<file path="config.mk">
export PLATFORM = sky130hd
export DESIGN_NAME = dsf_control
export DESIGN_NICKNAME = d
export VERILOG_FILES = /design/src/hw/dsf_pkg.sv /design/src/hw/dsf_control.sv
export SDC_FILE = /design/constraint.sdc
export NUM_CORES = 1
export LEC_CHECK = 0
export ABC_AREA = 1
export ABC_CLOCK_PERIOD_IN_PS = 7300
export BUFFER_PORTS_ARGS = -buffer_cell sky130_fd_sc_hd__buf_4
export CORE_MARGIN = 2
export CORE_UTILIZATION = 55
export CTS_CLUSTER_SIZE = 14
export DETAILED_ROUTE_END_ITERATION = 7
export PLACE_DENSITY = 0.76
export REMOVE_ABC_BUFFERS = 1
export SKIP_LAST_GASP = 1
export SLEW_MARGIN = 20
export SYNTH_ARGS = -nofsm -noshare
export SYNTH_HDL_FRONTEND = slang
export SYNTH_SLANG_ARGS = --single-unit
</file>
<file path="constraint.sdc">
create_clock -name core_clk -period 7.3 [get_ports core_clk]
set_clock_uncertainty 0.15 [all_clocks]
set_input_delay 0.365 -clock core_clk [delete_from_list [all_inputs] [get_ports core_clk]]
set_output_delay 0.365 -clock core_clk [all_outputs]
set_load 0.03 [all_outputs]
</file>
<file path="src/hw/dsf_pkg.sv">
/*
 * dsf_pkg: constants, register map and carrier types for the dither, sleep
 * and fault control block.
 * Assumes a single 100 MHz core clock; every count is derived from it here.
 */
package dsf_pkg;

	// ----------------------------------------------------------------
	// clock and timing
	// ----------------------------------------------------------------
	localparam int CLK_MHZ           = 100;
	localparam int BASE_PERIOD_NS    = 36000;
	localparam int BASE_STEP_NS      = 800;
	localparam int DITHER_UNIT_NS    = 200;
	localparam int MIN_PERIOD_NS     = 18000;
	localparam int DWELL_1_MS        = 1;
	localparam int DWELL_2_MS        = 2;
	localparam int DWELL_5_MS        = 5;
	localparam int DWELL_10_MS       = 10;
	localparam int SLEEP_ENTRY_US    = 30;
	localparam int WAKE_TIME_US      = 100;
	localparam real INDICATOR_CLK_HZ = 78.125;

	localparam int BASE_PERIOD_CYC = BASE_PERIOD_NS * CLK_MHZ / 1000;
	localparam int BASE_STEP_CYC   = BASE_STEP_NS * CLK_MHZ / 1000;
	localparam int DITHER_UNIT_CYC = DITHER_UNIT_NS * CLK_MHZ / 1000;
	localparam int MIN_PERIOD_CYC  = (MIN_PERIOD_NS * CLK_MHZ + 999) / 1000;
	localparam int MS_CYC          = 1000 * CLK_MHZ;
	localparam int SLEEP_ENTRY_CYC = SLEEP_ENTRY_US * CLK_MHZ;
	localparam int WAKE_TIME_CYC   = WAKE_TIME_US * CLK_MHZ;
	// half period of the divided indicator clock
	localparam int IND_HALF_CYC    = int'(CLK_MHZ * 1.0e6 / INDICATOR_CLK_HZ / 2.0);

	// ----------------------------------------------------------------
	// register map (byte addresses)
	// ----------------------------------------------------------------
	localparam logic [7:0] ADDR_CTRL   = 8'h00;
	localparam logic [7:0] ADDR_STATUS = 8'h04;
	localparam logic [7:0] ADDR_STATE  = 8'h08;

	localparam logic [31:0] CTRL_RESET = 32'h0000_0000;

	// ----------------------------------------------------------------
	// types
	// ----------------------------------------------------------------
	typedef enum logic [2:0] {
		IND_GENERAL, IND_SUPPLY, IND_OPEN_LOAD, IND_PHASE_A_PWM,
		IND_STEP, IND_SEQ_ACTIVE_N, IND_DIV_CLK, IND_SPARE
	} dsf_ind_e;

	typedef struct packed {
		logic           sleep_request_bit;
		dsf_ind_e       indicator_select;
		logic [3:0]     dither_step_count;
		logic [1:0]     dither_dwell_code;
		logic [2:0]     dither_step_code;
		logic [4:0]     base_period_code;
	} dsf_ctrl_s;

	// static conditions and dynamic events, one bit each
	typedef struct packed {
		logic bridge_open;
		logic bridge_short;
		logic serial_fault;
		logic overtemp;
		logic temp_warning;
		logic cp_undervolt;
		logic supply_undervolt;
		logic supply_overvolt;
	} dsf_fault_s;

endpackage
</file>
<file path="src/hw/dsf_control.sv">
/*
 * dsf_control: pwm period dither, sleep entry and exit, fault states with
 * sticky status bits and the open-drain fault indicator.
 * Assumes pins synchronous to core_clk, apb slave with no wait states,
 * and an analog front end that reports fault conditions as levels.
 */
// Our own choices: the APB slave port and the placing of the registers.
// Notes on behaviour
// period shortens step by step, then lengthens back, repeating a triangle
// dither step is 0.2 us plus 0.2 us times step code
// each dithered period holds for 1, 2, 5 or 10 ms dwell
// step count sets steps per half; zero switches dither off
// period never goes below 18 us while dither demands shorter
// sleep by pin low for entry time or by sleep request bit
// bit-driven sleep starts at strobe rise, completes one entry time later
// normal only with pin high and request bit clear
// sleep disables bridges and switches regulators off
// indicator shows sleep attempt outcome, high success, low failure
// host ignores indicator during entry and wake windows
// pin-entered sleep ends on next pin rising edge
// bit-entered sleep starts waking on first strobe falling edge
// waking transfer must clear request bit, else back to sleep
// host waits interface ready time before first serial clock
// host raises pin before clearing request bit after mixed entry
// bridge short and open latch; short disables, open only flags
// static faults live with condition; supply and overtemp disable outputs
// status bits stay set until their register is reset
// static fault still present after reset sets its bit again
// indicator defaults to general fault flag, low on any fault
// indicator selectable: supply, open load, pwm, step, activity, divided clock
// supply error low on any supply or charge pump fault
// base period is 36 us plus 0.8 us per code
// new dithered period applies only at next period start
// dwell timed in core clocks, restarting at every step change
`timescale 1ns/1ps

module dsf_control #(
	parameter int DWELL_1_CYC   = dsf_pkg::DWELL_1_MS * dsf_pkg::MS_CYC,
	parameter int DWELL_2_CYC   = dsf_pkg::DWELL_2_MS * dsf_pkg::MS_CYC,
	parameter int DWELL_5_CYC   = dsf_pkg::DWELL_5_MS * dsf_pkg::MS_CYC,
	parameter int DWELL_10_CYC  = dsf_pkg::DWELL_10_MS * dsf_pkg::MS_CYC,
	parameter int SLEEP_CYC     = dsf_pkg::SLEEP_ENTRY_CYC,
	parameter int WAKE_CYC      = dsf_pkg::WAKE_TIME_CYC,
	parameter int IND_HALF      = dsf_pkg::IND_HALF_CYC
) (
	input  wire logic               core_clk,
	input  wire logic               rst,
	input  wire logic               psel,
	input  wire logic               penable,
	input  wire logic               pwrite,
	input  wire logic [7:0]         paddr,
	input  wire logic [31:0]        pwdata,
	output logic [31:0]             prdata,
	output logic                    pready,
	output logic                    pslverr,
	input  wire logic               sleep_reset_pin_n,
	input  wire logic               serial_strobe_n,
	input  wire dsf_pkg::dsf_fault_s fault_in,
	input  wire logic [1:0]         short_phase,
	input  wire logic               phase_a_pwm,
	input  wire logic               step_pulse,
	input  wire logic               sequence_active_flag,
	output logic                    fault_indicator_pin_o,
	output logic                    fault_indicator_pin_oe,
	output logic [1:0]              bridge_enable,
	output logic                    regulator_enable,
	output logic                    pwm_period_start,
	output logic [15:0]             pwm_period_cyc
);

	// ----------------------------------------------------------------
	// apb slave
	// ----------------------------------------------------------------
	dsf_pkg::dsf_ctrl_s ctrl;
	dsf_pkg::dsf_fault_s status;
	logic access;
	logic wr_ctrl;
	logic wr_status;
	logic mapped;

	assign access    = psel && penable;
	assign mapped    = paddr == dsf_pkg::ADDR_CTRL || paddr == dsf_pkg::ADDR_STATUS
		|| paddr == dsf_pkg::ADDR_STATE;
	assign wr_ctrl   = access && pwrite && paddr == dsf_pkg::ADDR_CTRL;
	assign wr_status = access && pwrite && paddr == dsf_pkg::ADDR_STATUS;
	assign pready    = 1'b1;
	assign pslverr   = access && !mapped;

	always_ff @(posedge core_clk) begin
		if (rst) begin
			ctrl <= dsf_pkg::dsf_ctrl_s'(dsf_pkg::CTRL_RESET[$bits(dsf_pkg::dsf_ctrl_s)-1:0]);
		end else if (wr_ctrl) begin
			ctrl <= dsf_pkg::dsf_ctrl_s'(pwdata[$bits(dsf_pkg::dsf_ctrl_s)-1:0]);
		end
	end

	// ----------------------------------------------------------------
	// sleep control
	// ----------------------------------------------------------------
	typedef enum logic [2:0] {
		SLP_NORMAL, SLP_ENTER_PIN, SLP_ENTER_BIT, SLP_ASLEEP_PIN,
		SLP_ASLEEP_BIT, SLP_WAKE_XFER, SLP_WAKING
	} dsf_sleep_e;

	dsf_sleep_e sleep_state;
	logic [31:0] sleep_cnt;
	logic pin_q;
	logic strobe_q;
	logic strobe_rise;
	logic strobe_fall;
	logic pin_rise;
	logic sleep_report;
	logic sleep_report_ok;
	logic active;

	assign strobe_rise = serial_strobe_n && !strobe_q;
	assign strobe_fall = !serial_strobe_n && strobe_q;
	assign pin_rise    = sleep_reset_pin_n && !pin_q;
	assign active      = sleep_state == SLP_NORMAL;

	always_ff @(posedge core_clk) begin
		if (rst) begin
			pin_q    <= 1'b1;
			strobe_q <= 1'b1;
		end else begin
			pin_q    <= sleep_reset_pin_n;
			strobe_q <= serial_strobe_n;
		end
	end

	always_ff @(posedge core_clk) begin
		if (rst) begin
			sleep_state     <= SLP_NORMAL;
			sleep_cnt       <= '0;
			sleep_report    <= 1'b0;
			sleep_report_ok <= 1'b0;
		end else begin
			unique case (sleep_state)
			SLP_NORMAL: begin
				sleep_cnt <= '0;
				if (!sleep_reset_pin_n) begin
					sleep_state <= SLP_ENTER_PIN;
				end else if (ctrl.sleep_request_bit && strobe_rise) begin
					sleep_state <= SLP_ENTER_BIT;
				end else if (wr_ctrl) begin
					sleep_report <= 1'b0;
				end
			end
			SLP_ENTER_PIN: begin
				if (sleep_reset_pin_n) begin
					// pulse too short: entry failed, still normal
					sleep_state     <= SLP_NORMAL;
					sleep_report    <= 1'b1;
					sleep_report_ok <= 1'b0;
				end else if (sleep_cnt == SLEEP_CYC - 1) begin
					sleep_state     <= SLP_ASLEEP_PIN;
					sleep_report    <= 1'b1;
					sleep_report_ok <= 1'b1;
				end else begin
					sleep_cnt <= sleep_cnt + 32'h1;
				end
			end
			SLP_ENTER_BIT: begin
				if (sleep_cnt == SLEEP_CYC - 1) begin
					sleep_state     <= SLP_ASLEEP_BIT;
					sleep_report    <= 1'b1;
					sleep_report_ok <= 1'b1;
				end else begin
					sleep_cnt <= sleep_cnt + 32'h1;
				end
			end
			SLP_ASLEEP_PIN: begin
				sleep_cnt <= '0;
				if (pin_rise) begin
					sleep_state <= SLP_WAKING;
				end
			end
			SLP_ASLEEP_BIT: begin
				sleep_cnt <= '0;
				if (strobe_fall) begin
					sleep_state <= SLP_WAKE_XFER;
				end
			end
			SLP_WAKE_XFER: begin
				// host keeps lines quiet for the ready time, see
				if (strobe_rise) begin
					if (!ctrl.sleep_request_bit && sleep_reset_pin_n) begin
						sleep_state <= SLP_WAKING;
					end else begin
						sleep_state     <= SLP_ASLEEP_BIT;
						sleep_report    <= 1'b1;
						sleep_report_ok <= 1'b0;
					end
				end
			end
			SLP_WAKING: begin
				if (sleep_cnt == WAKE_CYC - 1) begin
					sleep_cnt <= '0;
					sleep_report    <= 1'b1;
					// pin low or bit set still means sleep, see
					if (sleep_reset_pin_n && !ctrl.sleep_request_bit) begin
						sleep_state     <= SLP_NORMAL;
						sleep_report_ok <= 1'b1;
					end else begin
						sleep_state     <= sleep_reset_pin_n ? SLP_ASLEEP_BIT : SLP_ASLEEP_PIN;
						sleep_report_ok <= 1'b0;
					end
				end else begin
					sleep_cnt <= sleep_cnt + 32'h1;
				end
			end
			default: begin
				sleep_state <= SLP_NORMAL;
			end
			endcase
		end
	end

	// ----------------------------------------------------------------
	// fault states and sticky status
	// ----------------------------------------------------------------
	logic [1:0] short_latched;
	logic open_latched;
	logic static_any;
	logic dynamic_any;
	logic supply_err;
	logic hard_static;
	dsf_pkg::dsf_fault_s fault_now;

	assign supply_err  = fault_in.supply_overvolt || fault_in.supply_undervolt
		|| fault_in.cp_undervolt;
	assign hard_static = supply_err || fault_in.overtemp;
	assign static_any  = hard_static || fault_in.temp_warning || fault_in.serial_fault;
	assign dynamic_any = |short_latched || open_latched;

	always_comb begin
		fault_now              = fault_in;
		fault_now.bridge_short = (|short_latched && !wr_status) || fault_in.bridge_short;
		fault_now.bridge_open  = (open_latched && !wr_status) || fault_in.bridge_open;
	end

	// dynamic states hold until the status register is reset
	always_ff @(posedge core_clk) begin
		if (rst) begin
			short_latched <= 2'h0;
			open_latched  <= 1'b0;
		end else begin
			short_latched <= (wr_status ? 2'h0 : short_latched)
				| (fault_in.bridge_short ? short_phase : 2'h0);
			open_latched  <= (!wr_status && open_latched) || fault_in.bridge_open;
		end
	end

	// set wins over the reset write, so a live fault re-flags at once
	always_ff @(posedge core_clk) begin
		if (rst) begin
			status <= '0;
		end else begin
			status <= (wr_status ? '0 : status) | fault_now; // see
		end
	end

	// ----------------------------------------------------------------
	// register read
	// ----------------------------------------------------------------
	always_ff @(posedge core_clk) begin
		if (rst) begin
			prdata <= 32'h0;
		end else if (psel && !penable && !pwrite) begin
			unique case (paddr)
			dsf_pkg::ADDR_CTRL:   prdata <= 32'(ctrl);
			dsf_pkg::ADDR_STATUS: prdata <= 32'(status);
			dsf_pkg::ADDR_STATE:  prdata <= {13'h0, sleep_state, pwm_period_cyc};
			default:              prdata <= 32'h0;
			endcase
		end
	end

	// ----------------------------------------------------------------
	// pwm period and dither
	// ----------------------------------------------------------------
	logic [15:0] base_cyc;
	logic [15:0] step_cyc;
	logic [15:0] shorten;
	logic [15:0] target_cyc;
	logic [15:0] pwm_cnt;
	logic [3:0]  level;
	logic        going_down;
	logic [31:0] dwell_cnt;
	logic [31:0] dwell_len;
	logic        dwell_done;
	logic        dither_on;

	assign base_cyc = 16'(dsf_pkg::BASE_PERIOD_CYC)
		+ 16'(ctrl.base_period_code) * 16'(dsf_pkg::BASE_STEP_CYC);
	assign step_cyc = 16'(dsf_pkg::DITHER_UNIT_CYC)
		+ 16'(ctrl.dither_step_code) * 16'(dsf_pkg::DITHER_UNIT_CYC);
	assign shorten  = 16'(level) * step_cyc;
	assign dither_on = ctrl.dither_step_count != 4'h0;

	always_comb begin
		if (!dither_on || shorten >= base_cyc) begin
			target_cyc = dither_on ? 16'(dsf_pkg::MIN_PERIOD_CYC) : base_cyc;
		end else if (base_cyc - shorten < 16'(dsf_pkg::MIN_PERIOD_CYC)) begin
			target_cyc = 16'(dsf_pkg::MIN_PERIOD_CYC);
		end else begin
			target_cyc = base_cyc - shorten;
		end
	end

	always_comb begin
		unique case (ctrl.dither_dwell_code)
		2'h0: dwell_len = 32'(DWELL_1_CYC);
		2'h1: dwell_len = 32'(DWELL_2_CYC);
		2'h2: dwell_len = 32'(DWELL_5_CYC);
		2'h3: dwell_len = 32'(DWELL_10_CYC);
		endcase
	end

	assign dwell_done = dwell_cnt >= dwell_len - 32'h1;

	always_ff @(posedge core_clk) begin
		if (rst || !dither_on || !active) begin
			dwell_cnt  <= '0;
			level      <= 4'h0;
			going_down <= 1'b1;
		end else if (dwell_done) begin
			dwell_cnt <= '0;
			if (going_down) begin
				level <= level + 4'h1;
				if (level + 4'h1 >= ctrl.dither_step_count) begin
					going_down <= 1'b0;
				end
			end else begin
				level <= level - 4'h1;
				if (level <= 4'h1) begin
					going_down <= 1'b1;
				end
			end
		end else begin
			dwell_cnt <= dwell_cnt + 32'h1;
		end
	end

	always_ff @(posedge core_clk) begin
		if (rst) begin
			pwm_cnt          <= '0;
			pwm_period_cyc   <= 16'(dsf_pkg::BASE_PERIOD_CYC);
			pwm_period_start <= 1'b0;
		end else if (pwm_cnt >= pwm_period_cyc - 16'h1) begin
			pwm_cnt          <= '0;
			pwm_period_cyc   <= target_cyc;
			pwm_period_start <= 1'b1;
		end else begin
			pwm_cnt          <= pwm_cnt + 16'h1;
			pwm_period_start <= 1'b0;
		end
	end

	// ----------------------------------------------------------------
	// outputs and indicator
	// ----------------------------------------------------------------
	logic [31:0] div_cnt;
	logic        div_clk;
	logic        ind_level;

	always_ff @(posedge core_clk) begin
		if (rst) begin
			div_cnt <= '0;
			div_clk <= 1'b0;
		end else if (div_cnt == 32'(IND_HALF - 1)) begin
			div_cnt <= '0;
			div_clk <= !div_clk;
		end else begin
			div_cnt <= div_cnt + 32'h1;
		end
	end

	always_ff @(posedge core_clk) begin
		if (rst) begin
			ind_level <= 1'b1;
		end else if (sleep_report) begin
			ind_level <= sleep_report_ok;
		end else begin
			unique case (ctrl.indicator_select)
			dsf_pkg::IND_GENERAL:      ind_level <= !(static_any || dynamic_any);
			dsf_pkg::IND_SUPPLY:       ind_level <= !supply_err;
			dsf_pkg::IND_OPEN_LOAD:    ind_level <= !open_latched;
			dsf_pkg::IND_PHASE_A_PWM:  ind_level <= phase_a_pwm;
			dsf_pkg::IND_STEP:         ind_level <= step_pulse;
			dsf_pkg::IND_SEQ_ACTIVE_N: ind_level <= !sequence_active_flag;
			dsf_pkg::IND_DIV_CLK:      ind_level <= div_clk;
			dsf_pkg::IND_SPARE:        ind_level <= !(static_any || dynamic_any);
			endcase
		end
	end

	// open drain: only ever pulls low
	assign fault_indicator_pin_o  = 1'b0;
	assign fault_indicator_pin_oe = !ind_level;

	always_ff @(posedge core_clk) begin
		if (rst) begin
			bridge_enable    <= 2'h0;
			regulator_enable <= 1'b1;
		end else begin
			regulator_enable <= sleep_state == SLP_NORMAL || sleep_state == SLP_WAKING
				|| sleep_state == SLP_WAKE_XFER || sleep_state == SLP_ENTER_PIN
				|| sleep_state == SLP_ENTER_BIT;
			bridge_enable    <= (active && !hard_static) ? ~short_latched : 2'h0; // see
		end
	end

endmodule

</file>
Yosys cells after proc, flatten, opt, wreduce, memory -nomap -nowiden:

Cells that the tools add are included.

* input bits: 60
* register bits after elaboration: 207
* output and inout port bits: 56

* $add $sub $neg: 11
* multiplexer cells: 48
* bitwise logic cells: 4
* reduce and logical (&&, ||, !) cells: 69
* equality and inequality tests: 33
* $mul: 3
* order comparisons: 6

Operators with widths (number)
* $pmux W32 S4: 2
* $add A32 B1 Y32 const B: 3
* $mux W32: 3
* $pmux W19 S3: 1
* $mux W3: 11
* $eq A32 B12 Y1 const B: 1
* $eq A32 B14 Y1 const B: 1
* $eq A32 B20 Y1 const B: 1
* $ge A32 B32 Y1: 1
* $mux W16: 2
* $sub A32 B1 Y32 const B: 1
* $eq A3 B3 Y1 const B: 7
* $pmux W3 S7: 1
* $ne A2 B2 Y1 const B: 10
* $mux W1: 19
* $logic_or A1 B1 Y1: 18
* $logic_not A1 Y1: 17
* $add A16 B1 Y16 const B: 1
* $ge A16 B16 Y1: 1
* $lt A16 B11 Y1 const B: 1
* $sub A16 B1 Y16 const B: 1
* $logic_and A1 B1 Y1: 15
* $reduce_and A7 Y1: 2
* $sub A13 B13 Y14: 1
* 38 further kinds: 53

Depth between registers and ports, before layout:

* depth after elaboration: 9
* gate-level depth with buffers: 31
* depth with buffers taken out: 31

Worst setup path after synthesis:

Ideal clock, no wire load.

* path type: flip-flop to flip-flop
* from: reg ctrl[5] (netlist bit)
* to: reg pwm_period_cyc[6]
* period minus slack after synthesis: 5.168 ns
* cell stages (with the launch flop): 29
* arrival: 4.895 ns
* library setup time: 0.123 ns
* setup slack: 2.132 ns
* cells stage by stage: dfxtp_1 ha_1 or2_2 nand2_1 xor2_1 nor2_1 fa_1 inv_1 fa_1 inv_1 ha_1 nand2_1 o21ai_0 a21oi_1 o21ai_0 nand2_1 nand2_1 a21oi_1 xor2_1 ha_1 inv_1 nor3_1 nand2_1 nand2_1 nand3_1 nor2_1 nand2_2 a21boi_0 o21ai_0

* cells in the longest elaborated chain, start to end: 7
* elaborated cells on any way between the ends: 9
* classes of those cells: add/sub: 2; mul: 2; order compare: 2; mux: 2; reduce/logical: 1

RTL lines
* start: declaration: line dsf_control.sv:74 `dsf_pkg::dsf_ctrl_s ctrl;`
* start signal: assignment: line dsf_control.sv:91 `ctrl <= dsf_pkg::dsf_ctrl_s'(dsf_pkg::CTRL_RESET[$bits(dsf_pkg::dsf_ctrl_s)-1:0]);`
* start signal: assignment: line dsf_control.sv:93 `ctrl <= dsf_pkg::dsf_ctrl_s'(pwdata[$bits(dsf_pkg::dsf_ctrl_s)-1:0]);`
* $mul A3 B3 Y6 (*): line dsf_control.sv:297 `+ 16'(ctrl.dither_step_code) * 16'(dsf_pkg::DITHER_UNIT_CYC);`
* $add A5 B8 Y9 (*): line dsf_control.sv:297
* $mul A4 B9 Y13 (*): line dsf_control.sv:298 `assign shorten = 16'(level) * step_cyc;`
* $sub A13 B13 Y14: line dsf_control.sv:304, dsf_control.sv:307
* $lt A16 B11 Y1: line dsf_control.sv:304 `end else if (base_cyc - shorten < 16'(dsf_pkg::MIN_PERIOD_CYC)) begin`
* $mux W16: line dsf_control.sv:304
* $mux W16 (*): line dsf_control.sv:302 `if (!dither_on || shorten >= base_cyc) begin`
* end signal: assignment: line dsf_control.sv:348 `pwm_period_cyc <= 16'(dsf_pkg::BASE_PERIOD_CYC);`
* end signal: assignment: line dsf_control.sv:352 `pwm_period_cyc <= target_cyc;`
* end: declaration: line dsf_control.sv:68 `output logic [15:0] pwm_period_cyc`

Every way passes the cells marked *; elsewhere a longest branch is shown, timed or not.
A chain may end at the register's enable or synchronous reset.

Final worst setup path:

Same ends and word-level chain as after synthesis.

==> results.cfg <==
[finish]
design_area_mm2 = 0.01349
syn_to_final_growth_pct = 12.43
drive_above_1_share_pct = 10.83
fin_nets = 1945
fin_cells = 2082

[logic_synthesis]
netlist_area_mm2 = 0.01200
synth-seq-area-share_pct = 31.71
synth.avg_cell_area_um2 = 7.056
synth-simple-area-share_pct = 31.81
ys_warn_count = 0
synth_area_leader_cell = dfxtp_1
synth-edff-count = 0
synth_cell_type_count = 58
synthArstFlopShare_pct = 0
synth_compound_area_share_pct = 10.85
synth_top_family_by_area = simple AND/OR/NAND/NOR gates
synth_xor_area_share_pct = 5.257
synthAdderAreaFrac_pct = 10.81
syn_inst = 1700
synth-seq-cells = 190
synth_top_area_share_pct = 31.71
synthMuxAreaShare_pct = 0
ys.flop_type = dfxtp_1
synth_area_leaders = dfxtp_1, nand2_1, ha_1

[floorplanning]
dieArea_mm2 = 0.02301
ios = 116
die_h_um = 151.7
die_w_um = 151.7
core.rowCount = 54
core-area_mm2 = 0.02162
start_util_pct = 55.48

[timing]
fin_crit_ns = 5.822
rsz0062_at_grt = no
setup_tns_ns = 0
slew_violations = 0
slew_headroom_pct = 33.33
worst_hold_slack_ns = 0.01939
fin_crit_sh_pct = 79.75
finalHoldViolations = 0
setup_viol = 0
timing.fmax_mhz = 171.8
tightest_slew_ns = 0.9977

[cts]
clock-sinks = 190
post_cts.repair.setup_buffers = 0
cts_made_buffers = 17
clock_path_buffers = 2
clk_latency_ns = 0.44
root_buffer = clkbuf_16
cts_tree = yes
cts.clk_slew.worst_paths_ns = 0.08
cts_max_level = 4

[drt]
first_pass_iters = 5
postRouteAntennaNets = 0
dr.first_iter.drc_count = 625
vias = 11250
wirelength_mm = 29.70
wl_per_cell_um = 14.26
drc_errors = 0
viasPerCell = 5.404

[worst_setup_path]
worstReg2RegStart = ctrl[5]$_SDFFE_PP0P_
cp-startpoint = ctrl[5]$_SDFFE_PP0P_
cp-start-kind = register
max_stage_delay_ns = 0.52
crit_top_cell = nand2_1
arrival_ns = 5.99
critPathKind = reg -> reg
path_max_fanout = 9
crit_required_ns = 7.47
worstSetupEndpointType = register
cpMaxStageDelayCell = fa_1

[place]
place_congestion = 0.9216
dp_hpwl_mm = 22.20
dp_cells = 2047
io_buffer_count = 84
placed_area_mm2 = 0.01282

[pwr]
ir_worst_vdd_v = 0.0001388
p_per_area_mw_per_mm2 = 179.9
power_leakage_nw = 5.633

[grt]
antenna_found_initial = 1
grt_max_degree = 47
first_global_vias = 10340
grt_pass1_wl_mm = 48.13
overflow = 0
grt_usage_pct = 26.13

[worst_hold_path]
min_from = serial_strobe_n
hp-class = in -> reg

[run_status]
status = finished clean

[flow_run]
maxCapViolCount = 0
stage by stage:
| stage | power [mW] | util (%) | worst slack, ns |
|---|---|---|---|
| 2_1_floorplan | 1.325 | - | 2.131 |
| 3_3_place_gp | 1.421 | 59.29 | 1.695 |
| 3_5_place_dp | 1.427 | 59.29 | 1.566 |
| 4_1_cts | 2.434 | 62.37 | 1.539 |
| 5_1_grt | 2.513 | 62.38 | 1.055 |
| 6_report | 2.426 | 62.38 | 1.478 |
logic make-up after synthesis:
kind of cell | after synthesis
other cells | 2
xor+xnor | 72
compound gates | 235
simple gates | 832
fa+ha+maj | 97
flops | 190
buf+inv | 272
worst max-delay path: cells and delay by family, from the launching register on:
kind                       cells  cell delay, ns
xor gates and xnor gates       2            0.45
AOI/OAI and AO/OA              6            0.92
and+or+nand+nor               12            1.42
adders and majority gates      5            2.06
DFF                            1            0.50
buffers and inverters          3            0.18
final cells by class:
| class | instances | area, µm² |
|---|---|---|
| Fill cell | 2007 | 8134 |
| Antenna cell | 1 | 2.502 |
| Sequential cell | 190 | 3804 |
| Timing Repair Buffer | 90 | 680.7 |
| Multi-Input combinational cell | 1266 | 7168 |
| Clock inverter | 15 | 219.0 |
| Tap cell | 280 | 350.3 |
| Inverter | 223 | 837.1 |
| Clock buffer | 17 | 425.4 |
sequential cells by signal, indices dropped and copies added, names as in the netlist, 3 cells and up:
register / count
pwm_period_cyc: 12
sleep_cnt: 32
status: 8
pwm_cnt: 16
div_cnt: 32
dwell_cnt: 32
prdata: 19
ctrl: 18
sleep_state: 3
level: 4
cells in the mapped netlist, drive strengths merged (3+ instances only):
master  instances
clkbuf         15
fa             11
o211ai          8
inv           220
o21a            5
a211oi          3
nor2          219
dfxtp         190
nand3b          7
o21bai          4
and2            3
xnor2          12
ha             86
xor2           60
o22ai           6
o31ai           6
nand3         104
nor3b           6
buf            34
or2            21
o21ai          66
nand4          34
a31oi           9
nand2         349
a21oi         122
clkinv          3
nor4           23
nor3           61
layout by cell type, fill, tap and decap left out, types with 3 or more instances in the layout:
master and instances:
a211oi_1 3, nor4_1 21, inv_8 4, bufinv_16 3, xor2_1 60, nor3_1 50, buf_4 88, nand4_1 33
or2_2 19, xnor2_1 12, nand2_2 7, a21oi_1 119, nand3_2 8, o21a_1 5, nor2_4 3, fa_1 11
nand3b_1 7, nor3b_1 5, ha_1 86, a31oi_1 9, nor2_1 206, clkbuf_16 17, conb_1 30, o21bai_1 4
a21oi_2 3, clkinv_4 3, o31ai_1 6, dfxtp_1 190, o211ai_1 8, clkinv_1 3, nand2_1 342, nand3_1 95
o21ai_0 64, inv_1 214, inv_2 6, o22ai_1 6, nor3_2 10, nor2_2 9
routing by layer:
metal / routed length [µm] / vias up / global-route usage, %
met5: 0 / - / 0
met4: 791 / 0 / 9.306
met3: 1730 / 49 / 4.341
met2: 13630 / 282 / 43.49
met1: 13540 / 5217 / 34.28
li1: - / 5704 / -
worst paths after layout:
check,to,slack [ns],depth (start not counted)
min reg2reg,div_cnt[0]$_SDFF_PP0_,0.30,1
max,pwm_period_cyc[6]$_SDFFE_PP0P_,1.48,28
max reg2reg,pwm_period_cyc[6]$_SDFFE_PP0P_,1.48,28
min,strobe_q$_SDFF_PP1_,0.02,2
repair_timing:
action                                 in CTS  in global routing
gates resized for setup                     0                  0
setup endpoints to repair                   0                  0
hold buffers                                2                  0
endpoints found under the hold margin       2                  0
where the power goes:
group | total (mW) | internal (mW) | leakage [nW] | switching [mW]
sequential | 1.09 | 1.06 | 1.54 | 0.0271
clock | 1.02 | 0.560 | 0.312 | 0.457
combinational | 0.320 | 0.0948 | 3.78 | 0.226
Note: power is estimated with default switching activity, not from simulation.
